### src/micgr_params.svh
// Offsets, field positions, reset values and timing counts of the mic gain and route bank.
`ifndef MICGR_PARAMS_SVH
`define MICGR_PARAMS_SVH

// ****************************************************************
// Register map
// ****************************************************************
`define MICGR_PAGE_CTRL_ADDR 7'h00
`define MICGR_BANK_PAGE 8'h01
`define MICGR_GAIN_ADDR 7'h2f
`define MICGR_POS_SEL_ADDR 7'h30
`define MICGR_NEG_SEL_ADDR 7'h31
`define MICGR_CM_ADDR 7'h32
`define MICGR_RSVD_FIRST_ADDR 7'h33
`define MICGR_RSVD_LAST_ADDR 7'h7f

// ****************************************************************
// Reset values
// ****************************************************************
`define MICGR_PAGE_RESET 8'h00
`define MICGR_GAIN_RESET 8'h80
`define MICGR_POS_SEL_RESET 8'h00
`define MICGR_NEG_SEL_RESET 8'h00
`define MICGR_CM_RESET 8'h00
`define MICGR_READ_ZERO 8'h00

// ****************************************************************
// Field positions
// ****************************************************************
`define MICGR_GAIN_OVR_BIT 7
`define MICGR_GAIN_CODE_MSB 6
`define MICGR_GAIN_CODE_MAX 7'h77
`define MICGR_GAIN_ZERO_DB 7'h00
`define MICGR_POS_LP_MSB 7
`define MICGR_POS_LP_LSB 6
`define MICGR_POS_RP_MSB 5
`define MICGR_POS_RP_LSB 4
`define MICGR_POS_LM_MSB 3
`define MICGR_POS_LM_LSB 2
`define MICGR_NEG_CM_MSB 7
`define MICGR_NEG_CM_LSB 6
`define MICGR_NEG_LM_MSB 5
`define MICGR_NEG_LM_LSB 4
`define MICGR_CM_LP_BIT 7
`define MICGR_CM_RP_BIT 6
`define MICGR_CM_LM_BIT 5
`define MICGR_CM_RW_MSB 7
`define MICGR_CM_RW_LSB 1
`define MICGR_ROUTE_OFF 2'h0

// ****************************************************************
// Timing
// ****************************************************************
`define MICGR_CLK_MHZ 125
`define MICGR_STEP_TIME_NS 1000
`define MICGR_STEP_CYCLES ((`MICGR_STEP_TIME_NS * `MICGR_CLK_MHZ) / 1000)
`define MICGR_TICK_ZERO 8'h00

`endif

### src/micgr_pkg.sv
// Types shared by the mic gain and route bank modules.
package micgr_pkg;

    // Settling sequencer states.
    typedef enum logic [0:0] {MICGR_IDLE, MICGR_STEP} micgr_step_state_type;

    // One routing field: 00 off, 01 10k, 10 20k, 11 40k.
    typedef logic [1:0] micgr_route_type;

endpackage

### src/micgr_stepper.sv
// Gain settling sequencer that walks the applied gain to its target and reports completion.
`timescale 1ns/100ps
`default_nettype none
`include "micgr_params.svh"

module micgr_stepper
    import micgr_pkg::*;
(
    // Clock and reset.
    input wire logic clk,
    input wire logic rst,
    // New setting written.
    input wire logic restart,
    // Requested gain code and routing fields.
    input wire logic [6:0] target_gain,
    input wire logic [9:0] target_route,
    // Settings actually in force.
    output logic [6:0] applied_gain,
    output logic [9:0] applied_route,
    output logic applied_done
);

    // ****************************************************************
    // State
    // ****************************************************************
    typedef struct packed {
        micgr_step_state_type state;
        logic [7:0] tick_cnt;
        logic [6:0] gain;
        logic [9:0] route;
        logic done;
    } micgr_stepper_state_type;

    micgr_stepper_state_type st_reg; // Registered state.
    micgr_stepper_state_type st_next; // Next state.

    // Gain moves one 0.5 dB code per tick, so large changes ramp instead of clicking.
    always_comb
    begin
        st_next = st_reg;
        if (st_reg.tick_cnt == 8'(`MICGR_STEP_CYCLES - 1))
        begin
            st_next.tick_cnt = `MICGR_TICK_ZERO;
        end
        else
        begin
            st_next.tick_cnt = st_reg.tick_cnt + 8'h01;
        end
        unique case (st_reg.state)
            MICGR_IDLE:
            begin
                // A write drops the flag at once.
                if (restart)
                begin
                    st_next.state = MICGR_STEP;
                    st_next.done = 1'b0;
                end
            end
            MICGR_STEP:
            begin
                st_next.done = 1'b0;
                if (st_reg.tick_cnt == `MICGR_TICK_ZERO && !restart)
                begin
                    if (st_reg.gain < target_gain)
                    begin
                        st_next.gain = st_reg.gain + 7'h01;
                    end
                    else if (st_reg.gain > target_gain)
                    begin
                        st_next.gain = st_reg.gain - 7'h01;
                    end
                    else
                    begin
                        // Routing switches only once the gain has landed.
                        st_next.route = target_route;
                        st_next.done = 1'b1;
                        st_next.state = MICGR_IDLE;
                    end
                end
            end
        endcase
    end

    // Start settling after reset so the flag rises once the reset setting holds.
    always_ff @(posedge clk or posedge rst)
    begin
        if (rst)
        begin
            st_reg <= '{state: MICGR_STEP, tick_cnt: `MICGR_TICK_ZERO,
                        gain: `MICGR_GAIN_ZERO_DB, route: 10'h000, done: 1'b0};
        end
        else
        begin
            st_reg <= st_next;
        end
    end

    assign applied_gain = st_reg.gain;
    assign applied_route = st_reg.route;
    assign applied_done = st_reg.done;

endmodule
`default_nettype wire

### src/micgr_regs.sv
// Mic gain and ADC input routing register bank on the paged control port.
// Operation
// - Override bit forces gain stage to 0 dB.
// - Gain code is 0.5 dB per step.
// - Bits 7:6 route left plus input.
// - Bits 5:4 route right plus input.
// - Bits 3:2 route left minus positively.
// - Negative field routes common mode, left minus.
// - CM bit 7 ties unused left plus.
// - CM bit 6 ties unused right plus.
// - CM bit 5 ties unused left minus.
// - CM bit 0 reads gains applied flag.
`timescale 1ns/100ps
`default_nettype none
`include "micgr_params.svh"

module micgr_regs
    import micgr_pkg::*;
(
    // Clock and reset.
    input wire logic clk,
    input wire logic rst,
    // Register access from the serial control port decoder.
    input wire logic reg_wr_en,
    input wire logic reg_rd_en,
    input wire logic [6:0] reg_addr,
    input wire logic [7:0] reg_wdata,
    output logic [7:0] reg_rdata,
    output logic [7:0] page_sel,
    // Analog bypass usage from the output mixer settings.
    input wire logic bypass_uses_left_plus,
    input wire logic bypass_uses_right_plus,
    // Gain stage controls.
    output logic [6:0] gain_stage_code,
    // Feed-forward resistance selects, 00 means unconnected.
    output logic [1:0] pos_left_plus_sel,
    output logic [1:0] pos_right_plus_sel,
    output logic [1:0] pos_left_minus_sel,
    output logic [1:0] neg_common_mode_sel,
    output logic [1:0] neg_left_minus_sel,
    // Common-mode tie-offs for unused inputs.
    output logic left_plus_tie_cm,
    output logic right_plus_tie_cm,
    output logic left_minus_tie_cm
);

    // ****************************************************************
    // Helpers
    // ****************************************************************

    // Effective gain code; reserved codes clamp to the top step as a safety net.
    function automatic logic [6:0] gain_code_of(input logic [7:0] ctrl);
        logic [6:0] code;
        code = ctrl[`MICGR_GAIN_CODE_MSB:0];
        if (ctrl[`MICGR_GAIN_OVR_BIT])
        begin
            code = `MICGR_GAIN_ZERO_DB;
        end
        else if (code > `MICGR_GAIN_CODE_MAX)
        begin
            code = `MICGR_GAIN_CODE_MAX;
        end
        return code;
    endfunction

    // A routing field is in use whenever it is not 00.
    function automatic logic route_used(input micgr_route_type sel);
        return sel != `MICGR_ROUTE_OFF;
    endfunction

    // ****************************************************************
    // State
    // ****************************************************************
    typedef struct packed {
        logic [7:0] page;
        logic [7:0] gain_ctrl;
        logic [7:0] pos_sel;
        logic [7:0] neg_sel;
        logic [6:0] cm_ctrl;
        logic [7:0] rdata;
        logic restart;
        logic lp_tie;
        logic rp_tie;
        logic lm_tie;
    } micgr_regs_state_type;

    micgr_regs_state_type st_reg; // Registered state.
    micgr_regs_state_type st_next; // Next state.

    logic in_bank; // Access targets page 1.
    logic [6:0] applied_gain; // Gain in force.
    logic [9:0] applied_route; // Routing in force.
    logic applied_done; // All gains applied.

    // Settling sequencer; the analog controls follow its applied values.
    micgr_stepper u_stepper (
        .clk(clk),
        .rst(rst),
        .restart(st_reg.restart),
        .target_gain(gain_code_of(st_reg.gain_ctrl)),
        .target_route({st_reg.pos_sel[`MICGR_POS_LP_MSB:`MICGR_POS_LM_LSB],
                       st_reg.neg_sel[`MICGR_NEG_CM_MSB:`MICGR_NEG_LM_LSB]}),
        .applied_gain(applied_gain),
        .applied_route(applied_route),
        .applied_done(applied_done)
    );

    assign in_bank = (st_reg.page == `MICGR_BANK_PAGE);

    // ****************************************************************
    // Register access and tie-off decode
    // ****************************************************************

    // Writes store whole bytes, reserved bits included, so they read back as written, except CM bit 0, which is never stored.
    always_comb
    begin
        st_next = st_reg;
        st_next.restart = 1'b0;
        if (reg_wr_en)
        begin
            if (reg_addr == `MICGR_PAGE_CTRL_ADDR)
            begin
                st_next.page = reg_wdata;
            end
            else if (in_bank)
            begin
                unique case (reg_addr)
                    `MICGR_GAIN_ADDR:
                    begin
                        st_next.gain_ctrl = reg_wdata;
                        st_next.restart = 1'b1;
                    end
                    `MICGR_POS_SEL_ADDR:
                    begin
                        st_next.pos_sel = reg_wdata;
                        st_next.restart = 1'b1;
                    end
                    `MICGR_NEG_SEL_ADDR:
                    begin
                        st_next.neg_sel = reg_wdata;
                        st_next.restart = 1'b1;
                    end
                    `MICGR_CM_ADDR:
                    begin
                        // Bit 0 is the status flag and is not writable.
                        st_next.cm_ctrl = reg_wdata[`MICGR_CM_RW_MSB:`MICGR_CM_RW_LSB];
                    end
                    default:
                    begin
                        // Reserved space keeps nothing, so a write there has no effect.
                        st_next.cm_ctrl = st_reg.cm_ctrl;
                    end
                endcase
            end
        end
        // Read data is captured on the clock edge that samples the strobe.
        if (reg_rd_en)
        begin
            st_next.rdata = `MICGR_READ_ZERO;
            if (reg_addr == `MICGR_PAGE_CTRL_ADDR)
            begin
                st_next.rdata = st_reg.page;
            end
            else if (in_bank)
            begin
                unique case (reg_addr)
                    `MICGR_GAIN_ADDR: st_next.rdata = st_reg.gain_ctrl;
                    `MICGR_POS_SEL_ADDR: st_next.rdata = st_reg.pos_sel;
                    `MICGR_NEG_SEL_ADDR: st_next.rdata = st_reg.neg_sel;
                    `MICGR_CM_ADDR: st_next.rdata = {st_reg.cm_ctrl, applied_done};
                    default: st_next.rdata = `MICGR_READ_ZERO;
                endcase
            end
        end
        // Tie an input to common mode only while nothing else uses it.
        st_next.lp_tie = st_reg.cm_ctrl[`MICGR_CM_LP_BIT - 1] && !bypass_uses_left_plus
            && !route_used(applied_route[9:8]);
        st_next.rp_tie = st_reg.cm_ctrl[`MICGR_CM_RP_BIT - 1] && !bypass_uses_right_plus
            && !route_used(applied_route[7:6]);
        st_next.lm_tie = st_reg.cm_ctrl[`MICGR_CM_LM_BIT - 1]
            && !route_used(applied_route[5:4])
            && !route_used(applied_route[1:0]);
    end

    // All bank state in one register.
    always_ff @(posedge clk or posedge rst)
    begin
        if (rst)
        begin
            st_reg <= '{page: `MICGR_PAGE_RESET, gain_ctrl: `MICGR_GAIN_RESET,
                        pos_sel: `MICGR_POS_SEL_RESET, neg_sel: `MICGR_NEG_SEL_RESET,
                        cm_ctrl: 7'h00, rdata: `MICGR_READ_ZERO, restart: 1'b0,
                        lp_tie: 1'b0, rp_tie: 1'b0, lm_tie: 1'b0};
        end
        else
        begin
            st_reg <= st_next;
        end
    end

    // ****************************************************************
    // Outputs
    // ****************************************************************
    assign reg_rdata = st_reg.rdata;
    assign page_sel = st_reg.page;
    assign gain_stage_code = applied_gain;
    assign pos_left_plus_sel = applied_route[9:8];
    assign pos_right_plus_sel = applied_route[7:6];
    assign pos_left_minus_sel = applied_route[5:4];
    assign neg_common_mode_sel = applied_route[3:2];
    assign neg_left_minus_sel = applied_route[1:0];
    assign left_plus_tie_cm = st_reg.lp_tie;
    assign right_plus_tie_cm = st_reg.rp_tie;
    assign left_minus_tie_cm = st_reg.lm_tie;

endmodule
`default_nettype wire

### config.mk
export PLATFORM = sky130hd
export DESIGN_NAME = micgr_regs
export DESIGN_NICKNAME = d
export VERILOG_FILES = /design/src/micgr_pkg.sv /design/src/micgr_stepper.sv /design/src/micgr_regs.sv
export VERILOG_INCLUDE_DIRS = /design/src
export SDC_FILE = /design/constraint.sdc
export NUM_CORES = 1
export LEC_CHECK = 0
export BUFFER_PORTS_ARGS = -buffer_cell sky130_fd_sc_hd__buf_2
export CAP_MARGIN = 0
export CORE_MARGIN = 2
export CORE_UTILIZATION = 41
export DETAILED_ROUTE_END_ITERATION = 8
export HOLD_SLACK_MARGIN = 0.03
export PLACE_DENSITY = 0.68
export SYNTH_ARGS = -nofsm -noshare
export SYNTH_HDL_FRONTEND = slang
export SYNTH_SLANG_ARGS = --single-unit
### constraint.sdc
create_clock -name clk -period 3.1 [get_ports clk]
set_input_delay 0.62 -clock clk [delete_from_list [all_inputs] [get_ports clk]]
set_output_delay 0.62 -clock clk [all_outputs]
set_load 0.01 [all_outputs]
* Word level (Yosys, flattened, before mapping)
Cells that the tools add are included.
Operators by class: add/subtract/negate cells 3, multiply operators 0, divide/modulo/power cells 0, order comparisons 3, eq/ne operators 7, shift operators 0, muxes and demuxes 22, bitwise logic cells 4, reductions and logical operators 29
Operators by type and width (number):
- $pmux W8 S4 | 1
- $eq A7 B6 Y1 const B | 4
- $mux W7 | 4
- $mux W8 | 3
- $reduce_and A4 Y1 | 5
- $mux W1 | 12
- $reduce_bool A2 Y1 | 5
- $add A8 B1 Y8 const B | 1
- $eq A8 B1 Y1 const B | 1
- $eq A8 B7 Y1 const B | 1
- $logic_not A8 Y1 | 1
- $add A7 B1 Y7 const B | 1
- $gt A7 B7 Y1 | 1
- $gt A7 B7 Y1 const B | 1
- $logic_and A1 B1 Y1 | 7
- $logic_not A1 Y1 | 7
- $logic_not A7 Y1 | 1
- $lt A7 B7 Y1 | 1
- $sub A7 B1 Y7 const B | 1
- $not A1 Y1 | 4
- $pmux W1 S2 | 2
- $reduce_and A3 Y1 | 1
- $reduce_or A3 Y1 | 1
- $ne A2 B2 Y1 const B | 1
- $reduce_and A2 Y1 | 1
Word-level totals: register bits after elaboration 78, latch bits 0, RAM bits 0, memory bits (read-only) 0, input port bits 21, output and inout port bits 36, word-level logic and storage cells 83, memories 0

* Logic depth before layout (Yosys ltp)
Gate-level depths: netlist of run 1.
word-level depth 8, gate-level depth with buffers 13, gate-level depth less buffers 13

* Modules after synthesis
From an unflattened synthesis of run 1, not the netlist that was laid out.
Unflattened totals: cell total of the unflattened synthesis 365, area total of the unflattened synthesis 4219.0 um^2
Modules (own cells, without submodules):
- micgr_regs | times used 1, cells an instance 205, area each 2526.2 um^2, seq. area each 1277.5 um^2
- micgr_stepper | times used 1, cells an instance 160, area each 1692.9 um^2, seq. area each 676.9 um^2

* Worst setup path before layout of run 1
No wires, ideal clock.
path type flip-flop to flip-flop, start register st_reg[39] (netlist name), end register u_stepper.st_reg (netlist bit u_stepper.applied_gain[6]), setup time 0.080 ns, arrival 3.078 ns, data required time 3.020 ns, setup slack -0.058 ns, stages on the path, launching flop included 13, path buffers 0, period minus slack after synthesis 3.158 ns, cell sequence dfrtp_1 > and4_1 > or3b_2 > ha_1 > a21oi_1 > o21ai_0 > or2_2 > fa_1 > a211oi_1 > o21ai_0 > nor4bb_1 > o211ai_1 > xnor2_1
On the way: longest elaborated chain between the ends 6, elaborated cells on any way between the ends 8, those cells by class order compare (3); mux (3); reduce/logical (2)
RTL lines:
- from (decl) | line micgr_regs.sv:87 | micgr_regs_state_type st_reg;
- from (signal assigned) | line micgr_regs.sv:190 | st_reg <= '{page: `MICGR_PAGE_RESET, gain_ctrl: `MICGR_GAIN_RESET,
- from (signal assigned) | line micgr_regs.sv:197 | st_reg <= st_next;
- $gt A7 B7 Y1 (no source line)
- $mux W7 (*) | line micgr_regs.sv:59 | else if (code > `MICGR_GAIN_CODE_MAX)
- $mux W7 (*) | line micgr_regs.sv:55 | if (ctrl[`MICGR_GAIN_OVR_BIT])
- $gt A7 B7 Y1 / $lt A7 B7 Y1 (equally long branches) | line micgr_stepper.sv:68, micgr_stepper.sv:64
- $reduce_bool A2 Y1 (no source line)
- $reduce_and A3 Y1 (no source line)
- to (signal assigned) | line micgr_stepper.sv:89 | st_reg <= '{state: MICGR_STEP, tick_cnt: `MICGR_TICK_ZERO,
- to (signal assigned) | line micgr_stepper.sv:94 | st_reg <= st_next;
- to (decl) | line micgr_stepper.sv:34 | micgr_stepper_state_type st_reg;
Mark *: on every way between the ends. The rest lies on a longest branch, timed or not. A chain may end at the register's enable or synchronous reset.

* Worst setup path after layout of run 1
start register st_reg[41] (netlist name), end register u_stepper.st_reg (netlist bit u_stepper.applied_gain[4])
Same word-level chain as after synthesis.

==> metrics.txt, run 1 <==
Clk Latency, worst-skew pair=0.35 ns; Final #Nets=448; Fin. Hold Viols=0; vias in the first global route=3011; share of layout cells above drive strength 1=42.1%; Largest register FFs=32; H-Tree Depth=3; FF-to-FF End=u_stepper.applied_gain[4]; DP HPWL=6820 um; worst reg2reg path startpoint=st_reg[41]; register area share after synthesis=45.4%; routed via count=2962; Worst Path Max Fanout=6; Cells after Synth=371; DR DRC count=0; Routed Antenna Nets=0; Worst IR Drop VDD=168 uV; met3 GRT Util=3.07%; CTS tree=yes; clk sink count=78; Initial Util=41.9%; post-route insts no fill=552; Cell Area, Synth=4310 um^2; Final Cycle Share=97.4%; antenna diode count=0; setup ws final=0.0817 ns; GR peak layer=met2; Hold Crit Class=input port to async pin; Crit Path Category=flip-flop to flip-flop; global route overflow=0; Slew Viols, Final=0; max-cap viol count=0; Clock Skews=0.00940 ns; cell row count=37; clock-pin slew on the worst setup and hold paths=0.08 ns; fmax=331 MHz; Die Wd=106 um; Clock Tree Root=clkbuf_8; worst path required time=3.34 ns; Syn Area/Cell=11.6 um^2; gp weighted congestion=0.843; Setup crit end=u_stepper.applied_gain[4]; post-layout min period=3.02 ns; Post-synth ARST share=100%; Post-CTS Setup Inserts=0; count of cell types in the netlist=53; GRT Util Overall=17.0%; worst-margin pin slew=0.632 ns; Critical path origin=st_reg[41]; Placed Area=4610 um^2; met1 Use GR=22.3%; antenna violations before repair=0; Rel. slew slack=57.7%; Pre-antenna DRT Iters=4; CTS max path bufs=2; Static Leakage=2.33 nW; Ys Warns=0; num ports=57; drt via density=5.37; DRT iter0 DRCs=140; pre-CTS setup slack=0.00251 ns; Power Density=391 nW/um^2; run status=complete, no violations; syn_nets=407; Core Footprint=10300 um^2; worst reg2reg setup slack=0.08 ns; met2 Track Usage GR=28.2%; port buffer count=56; CTS Hold Bufs=0; Die ar.=11300 um^2; routed len/inst=16.7 um; top_reg_cell synth=dfrtp_1; Final Setup Violations=0; crit path capture type=flip-flop; Chip Height=106 um; total wire length=9200 um; Finished Cell Area=4850 um^2; largest net degree at the start of global routing=46; Num CTS Buffers=9; Post-synth EDFFs=0; global-route wire length before repair=15100 um; Area Growth Syn to Fin=12.5%; Worst EP arrival=3.26 ns; R2R cell count=12; Post-Place Cells=537; post-synthesis register bit count=78; Startpoint Class=flip-flop
## layout make-up
cell class / count / area [um^2]
Multi-Input combinational cell: 242 / 2090
Inverter: 5 / 18.8
Tap cell: 136 / 170
Sequential cell: 78 / 1950
Timing Repair Buffer: 76 / 434
Fill cell: 980 / 5430
Clock buffer: 11 / 151
Clock inverter: 4 / 22.5
## how the worst min path moves through the flow
stage,from,end,slack (ns),cells past startpoint
2_1_floorplan,u_stepper.applied_route[9],left_plus_tie_cm,0.42,1
3_3_place_gp,u_stepper.applied_route[6],right_plus_tie_cm,0.45,1
3_5_place_dp,u_stepper.applied_route[6],right_plus_tie_cm,0.47,1
4_1_cts,rst,u_stepper.applied_route[4],0.37,3
5_1_grt,rst,u_stepper.applied_route[4],0.40,3
6_report,rst,u_stepper.applied_route[4],0.35,3
## through the flow
| step | hold slack (ns) | TNS (ns) | total power [mW] | utilization [%] |
|---|---|---|---|---|
| 6_report | 0.351 | 0 | 1.89 | 47.2 |
| 5_1_grt | 0.396 | -0.0236 | 1.98 | 47.2 |
| 4_1_cts | 0.366 | 0 | 1.92 | 46.6 |
| 3_5_place_dp | 0.466 | 0 | 1.23 | 44.8 |
| 3_3_place_gp | 0.445 | 0 | 1.22 | 44.8 |
| 2_1_floorplan | 0.425 | 0 | 1.18 | - |
## kinds of logic after synthesis
logic type	after synthesis	synth area share (%)
AO/OA/AOI/OAI	51	7.38
XOR/XNOR	10	2.03
flip-flops	78	45.4
AND/OR/NAND/NOR	110	16.5
buffers and inverters	51	7.44
adder cells (fa/ha/maj)	15	4.53
multiplexers	56	16.7
## report_power, final
group          leakage (nW)  internal, mW  switching, mW  total [mW]
combinational          1.19        0.0612         0.0933       0.155
clock                0.0910         0.326          0.360       0.686
sequential             1.05          1.04         0.0160        1.05
total                  2.33          1.42          0.469        1.89
## layout by cell type, fill, tap and decap left out, types with 4 or more instances in the layout
| cell | netlist | routed |
|---|---|---|
| mux2_4 | 24 | 24 |
| a41oi_1 | 7 | 7 |
| buf_2 | 3 | 56 |
| a21oi_1 | 23 | 19 |
| nor2_1 | 22 | 22 |
| nand2_1 | 9 | 9 |
| inv_1 | 5 | 4 |
| nand4b_1 | 9 | 9 |
| dfrtp_1 | 76 | 76 |
| a21oi_2 | 0 | 4 |
| nand3_1 | 24 | 24 |
| buf_4 | 33 | 19 |
| nand4_1 | 8 | 8 |
| mux2_2 | 32 | 32 |
| o21ai_0 | 7 | 4 |
| xnor2_1 | 7 | 7 |
| ha_1 | 14 | 12 |
| clkbuf_8 | 0 | 11 |
## per-layer routing
metal,part of all wire (%),vias up
met5,0,-
met4,1.4,0
met3,3.0,14
met2,51,62
met1,45,1490
li1,-,1396
## cells in the mapped netlist (3+ instances only)
cell | number | area [um^2]
a21o_1 | 3 | 22.5
a21oi_1 | 23 | 115
a41oi_1 | 7 | 61.3
and3_1 | 3 | 18.8
and4_1 | 3 | 26.3
buf_2 | 3 | 15.0
buf_4 | 33 | 248
clkbuf_1 | 8 | 30.0
dfrtp_1 | 76 | 1900
ha_1 | 14 | 175
inv_1 | 5 | 18.8
mux2_2 | 32 | 360
mux2_4 | 24 | 360
nand2_1 | 9 | 33.8
nand2b_1 | 3 | 18.8
nand3_1 | 24 | 120
nand4_1 | 8 | 50.1
nand4b_1 | 9 | 78.8
nor2_1 | 22 | 82.6
o21ai_0 | 7 | 35.0
o21bai_1 | 3 | 22.5
or2_2 | 3 | 18.8
xnor2_1 | 7 | 61.3
xor2_1 | 3 | 26.3
## timing repair
| item | 4_1_cts | 5_1_grt |
|---|---|---|
| gates resized for setup | 2 | 13 |
| pin swaps | 0 | 8 |
| setup endpoints to repair | 2 | 4 |
## worst max-delay path: stages (launching register included)
cell and delay [ns]:
dfrtp_1 0.38, and4_1 0.21, or3b_4 0.37, ha_1 0.27, nand4_1 0.13, a21oi_2 0.05
or2_4 0.31, fa_2 0.41, buf_6 0.14, a21o_1 0.15, a21oi_2 0.14, xnor2_1 0.09
mux2_2 0.27
(Power assumes the default switching activity.)
==> run 2, diff against run 1 <==
- CAP_MARGIN: 0 -> 5
- RECOVER_POWER: unset -> 25
==> metrics.txt, run 2 (synthesis gave the netlist of run 1 again) <==
commonest cells after routing, fill and taps aside=dfrtp_1, buf_2, mux2_2, nand3_1, mux2_4; Worst EP arrival=3.26 ns; most common cell after layout, fill and taps aside=dfrtp_1; num ports=57; antenna diode count=0; largest net degree at the start of global routing=46; DR DRC count=0; Num CTS Buffers=9; Largest register FFs=32; total wire length=9170 um; Final Setup Violations=0; Rel. slew slack=-15.3%; vias in the first global route=3011; Hold Crit Class=input port to flip-flop; port buffer count=56; slowest cell on the critical path=fa_2; DRT iter0 DRCs=141; worst reg2reg path startpoint=st_reg[41]; Clk Latency, worst-skew pair=0.35 ns; CP bufs+invs=1; Slew Viols, Final=34; Routed Antenna Nets=0; Finished Cell Area=4840 um^2; Post-CTS Setup Inserts=0; Slowest Stage Delay on Critical Path=0.41 ns; FF-to-FF End=u_stepper.applied_gain[4]; Overall Power=1.89 mW; GRT Util Overall=17.0%; drt via density=5.38; routed len/inst=16.6 um; Area Growth Syn to Fin=12.4%; Clock Tree Root=clkbuf_8; Critical Path Stages=12; CTS tree=yes; post-layout min period=3.02 ns; fmax=331 MHz; Static Leakage=2.33 nW; Chip Height=106 um; CTS max path bufs=2; Critical path origin=st_reg[41]; worst-margin pin slew=1.73 ns; setup ws final=0.0823 ns; Crit Path Category=flip-flop to flip-flop; Die ar.=11300 um^2; CTS Hold Bufs=0; Die Wd=106 um; global-route wire length before repair=15100 um; Final #Nets=448; H-Tree Depth=3; Worst IR Drop VDD=168 uV; cell row count=37; pre-CTS setup slack=0.00251 ns; R2R cell count=12; Initial Util=41.9%; Final Cycle Share=97.3%; max-cap viol count=1; worst reg2reg setup slack=0.08 ns; clk sink count=78; Pre-antenna DRT Iters=4; share of layout cells above drive strength 1=41.6%; Startpoint Class=flip-flop; CP cell instances=and4_1 -> or3b_4 -> ha_1 -> nand4_1 -> a21oi_2 -> or2_4 -> fa_2 -> buf_6 -> a21o_1 -> a21oi_2 -> xnor2_1 -> mux2_2; crit path capture type=flip-flop; run status=complete, but fails checks; CP most frequent cell=a21oi_2; CP delay by family, top=simple AND/OR/NAND/NOR gates; clock-pin slew on the worst setup and hold paths=0.08 ns; Placed Area=4610 um^2; Setup crit end=u_stepper.applied_gain[4]; Fin. Hold Viols=0; routed via count=2971; Core Footprint=10300 um^2; hold depth=2; worst path required time=3.34 ns; global route overflow=0; failing checks=max-capacitance violations, max-slew violations; Power Density=391 nW/um^2; Worst Path Max Fanout=6; Clock Skews=0.00976 ns; gp weighted congestion=0.843; DP HPWL=6820 um; antenna violations before repair=0
[run 2: repair_timing]
action,4_1_cts,5_1_grt
pin swaps,0,8
resized for setup,2,13
hold endpoints to repair,0,0
setup endpoints to repair,2,4
[run 2: area by class of cell]
class | instances | area (um^2)
sequential | 78 | 1950
fill | 981 | 5440
tap | 136 | 170
inverter | 5 | 18.8
clock buffer | 11 | 151
multi-input combinational | 242 | 2090
timing repair buffer | 76 | 428
clock inverter | 4 | 22.5
[run 2: how the worst min path moves through the flow]
stage	from	to	slack (ns)
floorplan	u_stepper.applied_route[9]	left_plus_tie_cm	0.42
global placement	u_stepper.applied_route[6]	right_plus_tie_cm	0.45
detailed placement	u_stepper.applied_route[6]	right_plus_tie_cm	0.47
CTS	rst	u_stepper.applied_route[4]	0.37
global route	bypass_uses_right_plus	right_plus_tie_cm	0.40
finish	bypass_uses_right_plus	right_plus_tie_cm	0.41
[run 2: per-layer routing]
layer | up-vias | share of wire, % | GRT usage (%)
met5 | - | 0 | 0
met4 | 0 | 1.5 | 6.22
met3 | 16 | 3.1 | 3.07
met2 | 62 | 51 | 28.2
met1 | 1496 | 45 | 22.3
li1 | 1397 | - | -
[run 2: power breakdown]
part	switching, mW	internal [mW]
combinational	0.0931	0.0601
sequential	0.0160	1.04
clock	0.361	0.326
[run 2: through the flow]
step | hold slack [ns] | instances | utilization [%] | TNS (ns)
after global placement | 0.445 | 537 | 44.8 | 0
after global routing | 0.400 | 552 | 47.1 | -0.0236
after CTS | 0.366 | 552 | 46.6 | 0
final | 0.409 | 552 | 47.1 | 0
after detailed placement | 0.466 | 537 | 44.8 | 0
after floorplan | 0.425 | 371 | - | 0
==> run 3, diff against run 2 <==
- SYNTH_HIERARCHICAL: unset -> 1
==> metrics.txt, run 3 <==
Hold Crit Class=input port to flip-flop; Startpoint Class=flip-flop; Clock Skews=0.0133 ns; most common cell in the netlist=dfrtp_1; fmax=336 MHz; Power Density=408 nW/um^2; Initial Util=41.6%; multi-input logic area=1960 um^2; Static Leakage=2.33 nW; Cell Area, Synth=4220 um^2; vias in the first global route=2850; GR peak layer=met2; Final #Nets=440; top post-synthesis cells by count=dfrtp_1, mux2_2, buf_4, inv_1, nor2_1; Die ar.=11100 um^2; run status=complete, but fails checks; CTS tree=yes; Cells after Synth=365; met2 Track Usage GR=28.7%; worst path required time=3.38 ns; Worst EP arrival=3.25 ns; Post-synth EDFFs=0; Worst IR Drop VDD=159 uV; Reg area=1950 um^2; Syn Area/Cell=11.6 um^2; routed via count=2864; Ys Warns=6; Core Footprint=10100 um^2; utilization after layout=47.1%; post-layout min period=2.98 ns; Final Cycle Share=96.0%; post-synthesis register bit count=78; largest net degree at the start of global routing=28; Crit Path Category=flip-flop to flip-flop; Routed Antenna Nets=0; largest cells by area after synthesis=dfrtp_1, mux2_2, buf_4; Synth top area share=45.1%; Fin. Hold Viols=0; port buffer count=56; Num CTS Buffers=9; Largest register FFs=32; gp weighted congestion=0.823; most common cell after layout, fill and taps aside=dfrtp_1; Area Growth Syn to Fin=13.3%; global route overflow=0; Worst Path Max Fanout=6; crit path capture type=flip-flop; GRT Util Overall=16.8%; DR DRC count=0; total wire length=9150 um; Clk Latency, worst-skew pair=0.35 ns; DRT iter0 DRCs=150; antenna violations before repair=0; top_reg_cell synth=dfrtp_1; failing checks=max-capacitance violations, max-slew violations; clk sink count=78; register area share after synthesis=46.3%; global-route wire length before repair=14600 um; CTS max path bufs=2; Clock Tree Root=clkbuf_8; Chip Height=105 um; max-cap viol count=1; routed len/inst=16.8 um; Pre-antenna DRT Iters=4; Die Wd=105 um; Final Setup Violations=0; CP cell instances=nand4_1 -> a21oi_2 -> inv_1 -> ha_1 -> nand3b_1 -> a21oi_1 -> or2_4 -> fa_2 -> a211oi_4 -> o21ai_2 -> nor4bb_4 -> o211ai_1 -> xnor2_1; count of cell types in the netlist=52; share of layout cells above drive strength 1=41.3%; slowest cell on the critical path=fa_2; largest area contributor in the netlist=dfrtp_1; DP HPWL=6690 um; drt via density=5.26; clock-pin slew on the worst setup and hold paths=0.09 ns; Overall Power=1.95 mW; num ports=57; Post-Place Cells=527; Post-synth ARST share=100%; post-route insts no fill=545; antenna diode count=0; syn_nets=401; Slowest Stage Delay on Critical Path=0.39 ns; Slew Viols, Final=28; cell row count=37; met1 Use GR=20.7%; worst-margin pin slew=1.53 ns; H-Tree Depth=3; met3 GRT Util=3.28%; Rel. slew slack=-1.81%; commonest cells after routing, fill and taps aside=dfrtp_1, buf_2, mux2_2, inv_1, nor2_1; CTS Hold Bufs=0; Fillers=916; Fin Hold WS=0.418 ns
-- run 3: per-stage QoR --
step | setup WS (ns) | TNS (ns) | instance area (um^2)
global placement | 0.0671 | 0 | 4450
finish | 0.123 | 0 | 4780
detailed placement | -0.0875 | -0.128 | 4450
CTS | 0.0324 | 0 | 4700
global route | -0.0121 | -0.0121 | 4780
floorplan | 0.108 | 0 | 4220
-- run 3: worst paths after layout --
kind	startpoint	endpoint	slack, ns	depth (start not counted)
max	st_reg[39]	u_stepper/applied_gain[6]	0.12	13
min	bypass_uses_left_plus	left_plus_tie_cm	0.42	2
max reg2reg	st_reg[39]	u_stepper/applied_gain[6]	0.12	13
min reg2reg	u_stepper/applied_route[8]	left_plus_tie_cm	0.47	1
max in group asynchronous	rst	u_stepper/applied_route[0]	1.42	3
min in group asynchronous	rst	page_sel[5]	0.44	2
-- run 3: area by class of cell --
class	count	area share (%)
Inverter	26	2.04
Sequential cell	78	40.9
Clock buffer	10	2.88
Tap cell	136	3.56
Multi-Input combinational cell	217	40.9
Clock inverter	6	1.44
Timing Repair Buffer	72	8.27
-- run 3: worst max-delay path: cells and delay by family, from the launching register on --
| kind | cells | cell delay [ns] |
|---|---|---|
| AOI/OAI and AO/OA | 5 | 0.84 |
| adders and majority gates | 2 | 0.72 |
| and+or+nand+nor | 4 | 0.78 |
| DFF | 1 | 0.35 |
| buffers and inverters | 1 | 0.05 |
| xor gates and xnor gates | 1 | 0.14 |
-- run 3: power by group --
| group | leakage (nW) | switching, mW | internal [mW] | total (mW) |
|---|---|---|---|---|
| Clock | 0.103 | 0.387 | 0.398 | 0.785 |
| Sequential | 1.07 | 0.0123 | 1.03 | 1.04 |
| Combinational | 1.16 | 0.0769 | 0.0466 | 0.123 |
-- run 3: timing repair --
action,in CTS,in global routing
pin swaps,0,8
resized for setup,6,11
hold endpoints to repair,0,0
buffers inserted,0,2
endpoints found under the setup margin,2,3
-- run 3: logic make-up after synthesis --
kind of cell | after synthesis | synth area share [%]
simple gates | 90 | 13.4
flops | 78 | 46.3
buf+inv | 70 | 9.96
mux | 61 | 16.8
compound gates | 42 | 7.03
fa+ha+maj | 15 | 4.63
xor+xnor | 9 | 1.87
-- run 3: per-layer routing --
metal | share of wire (%) | wire length, um
met1 | 41 | 3770
met2 | 52 | 4740
met3 | 4.9 | 449
met4 | 2.0 | 187
met5 | 0 | 0
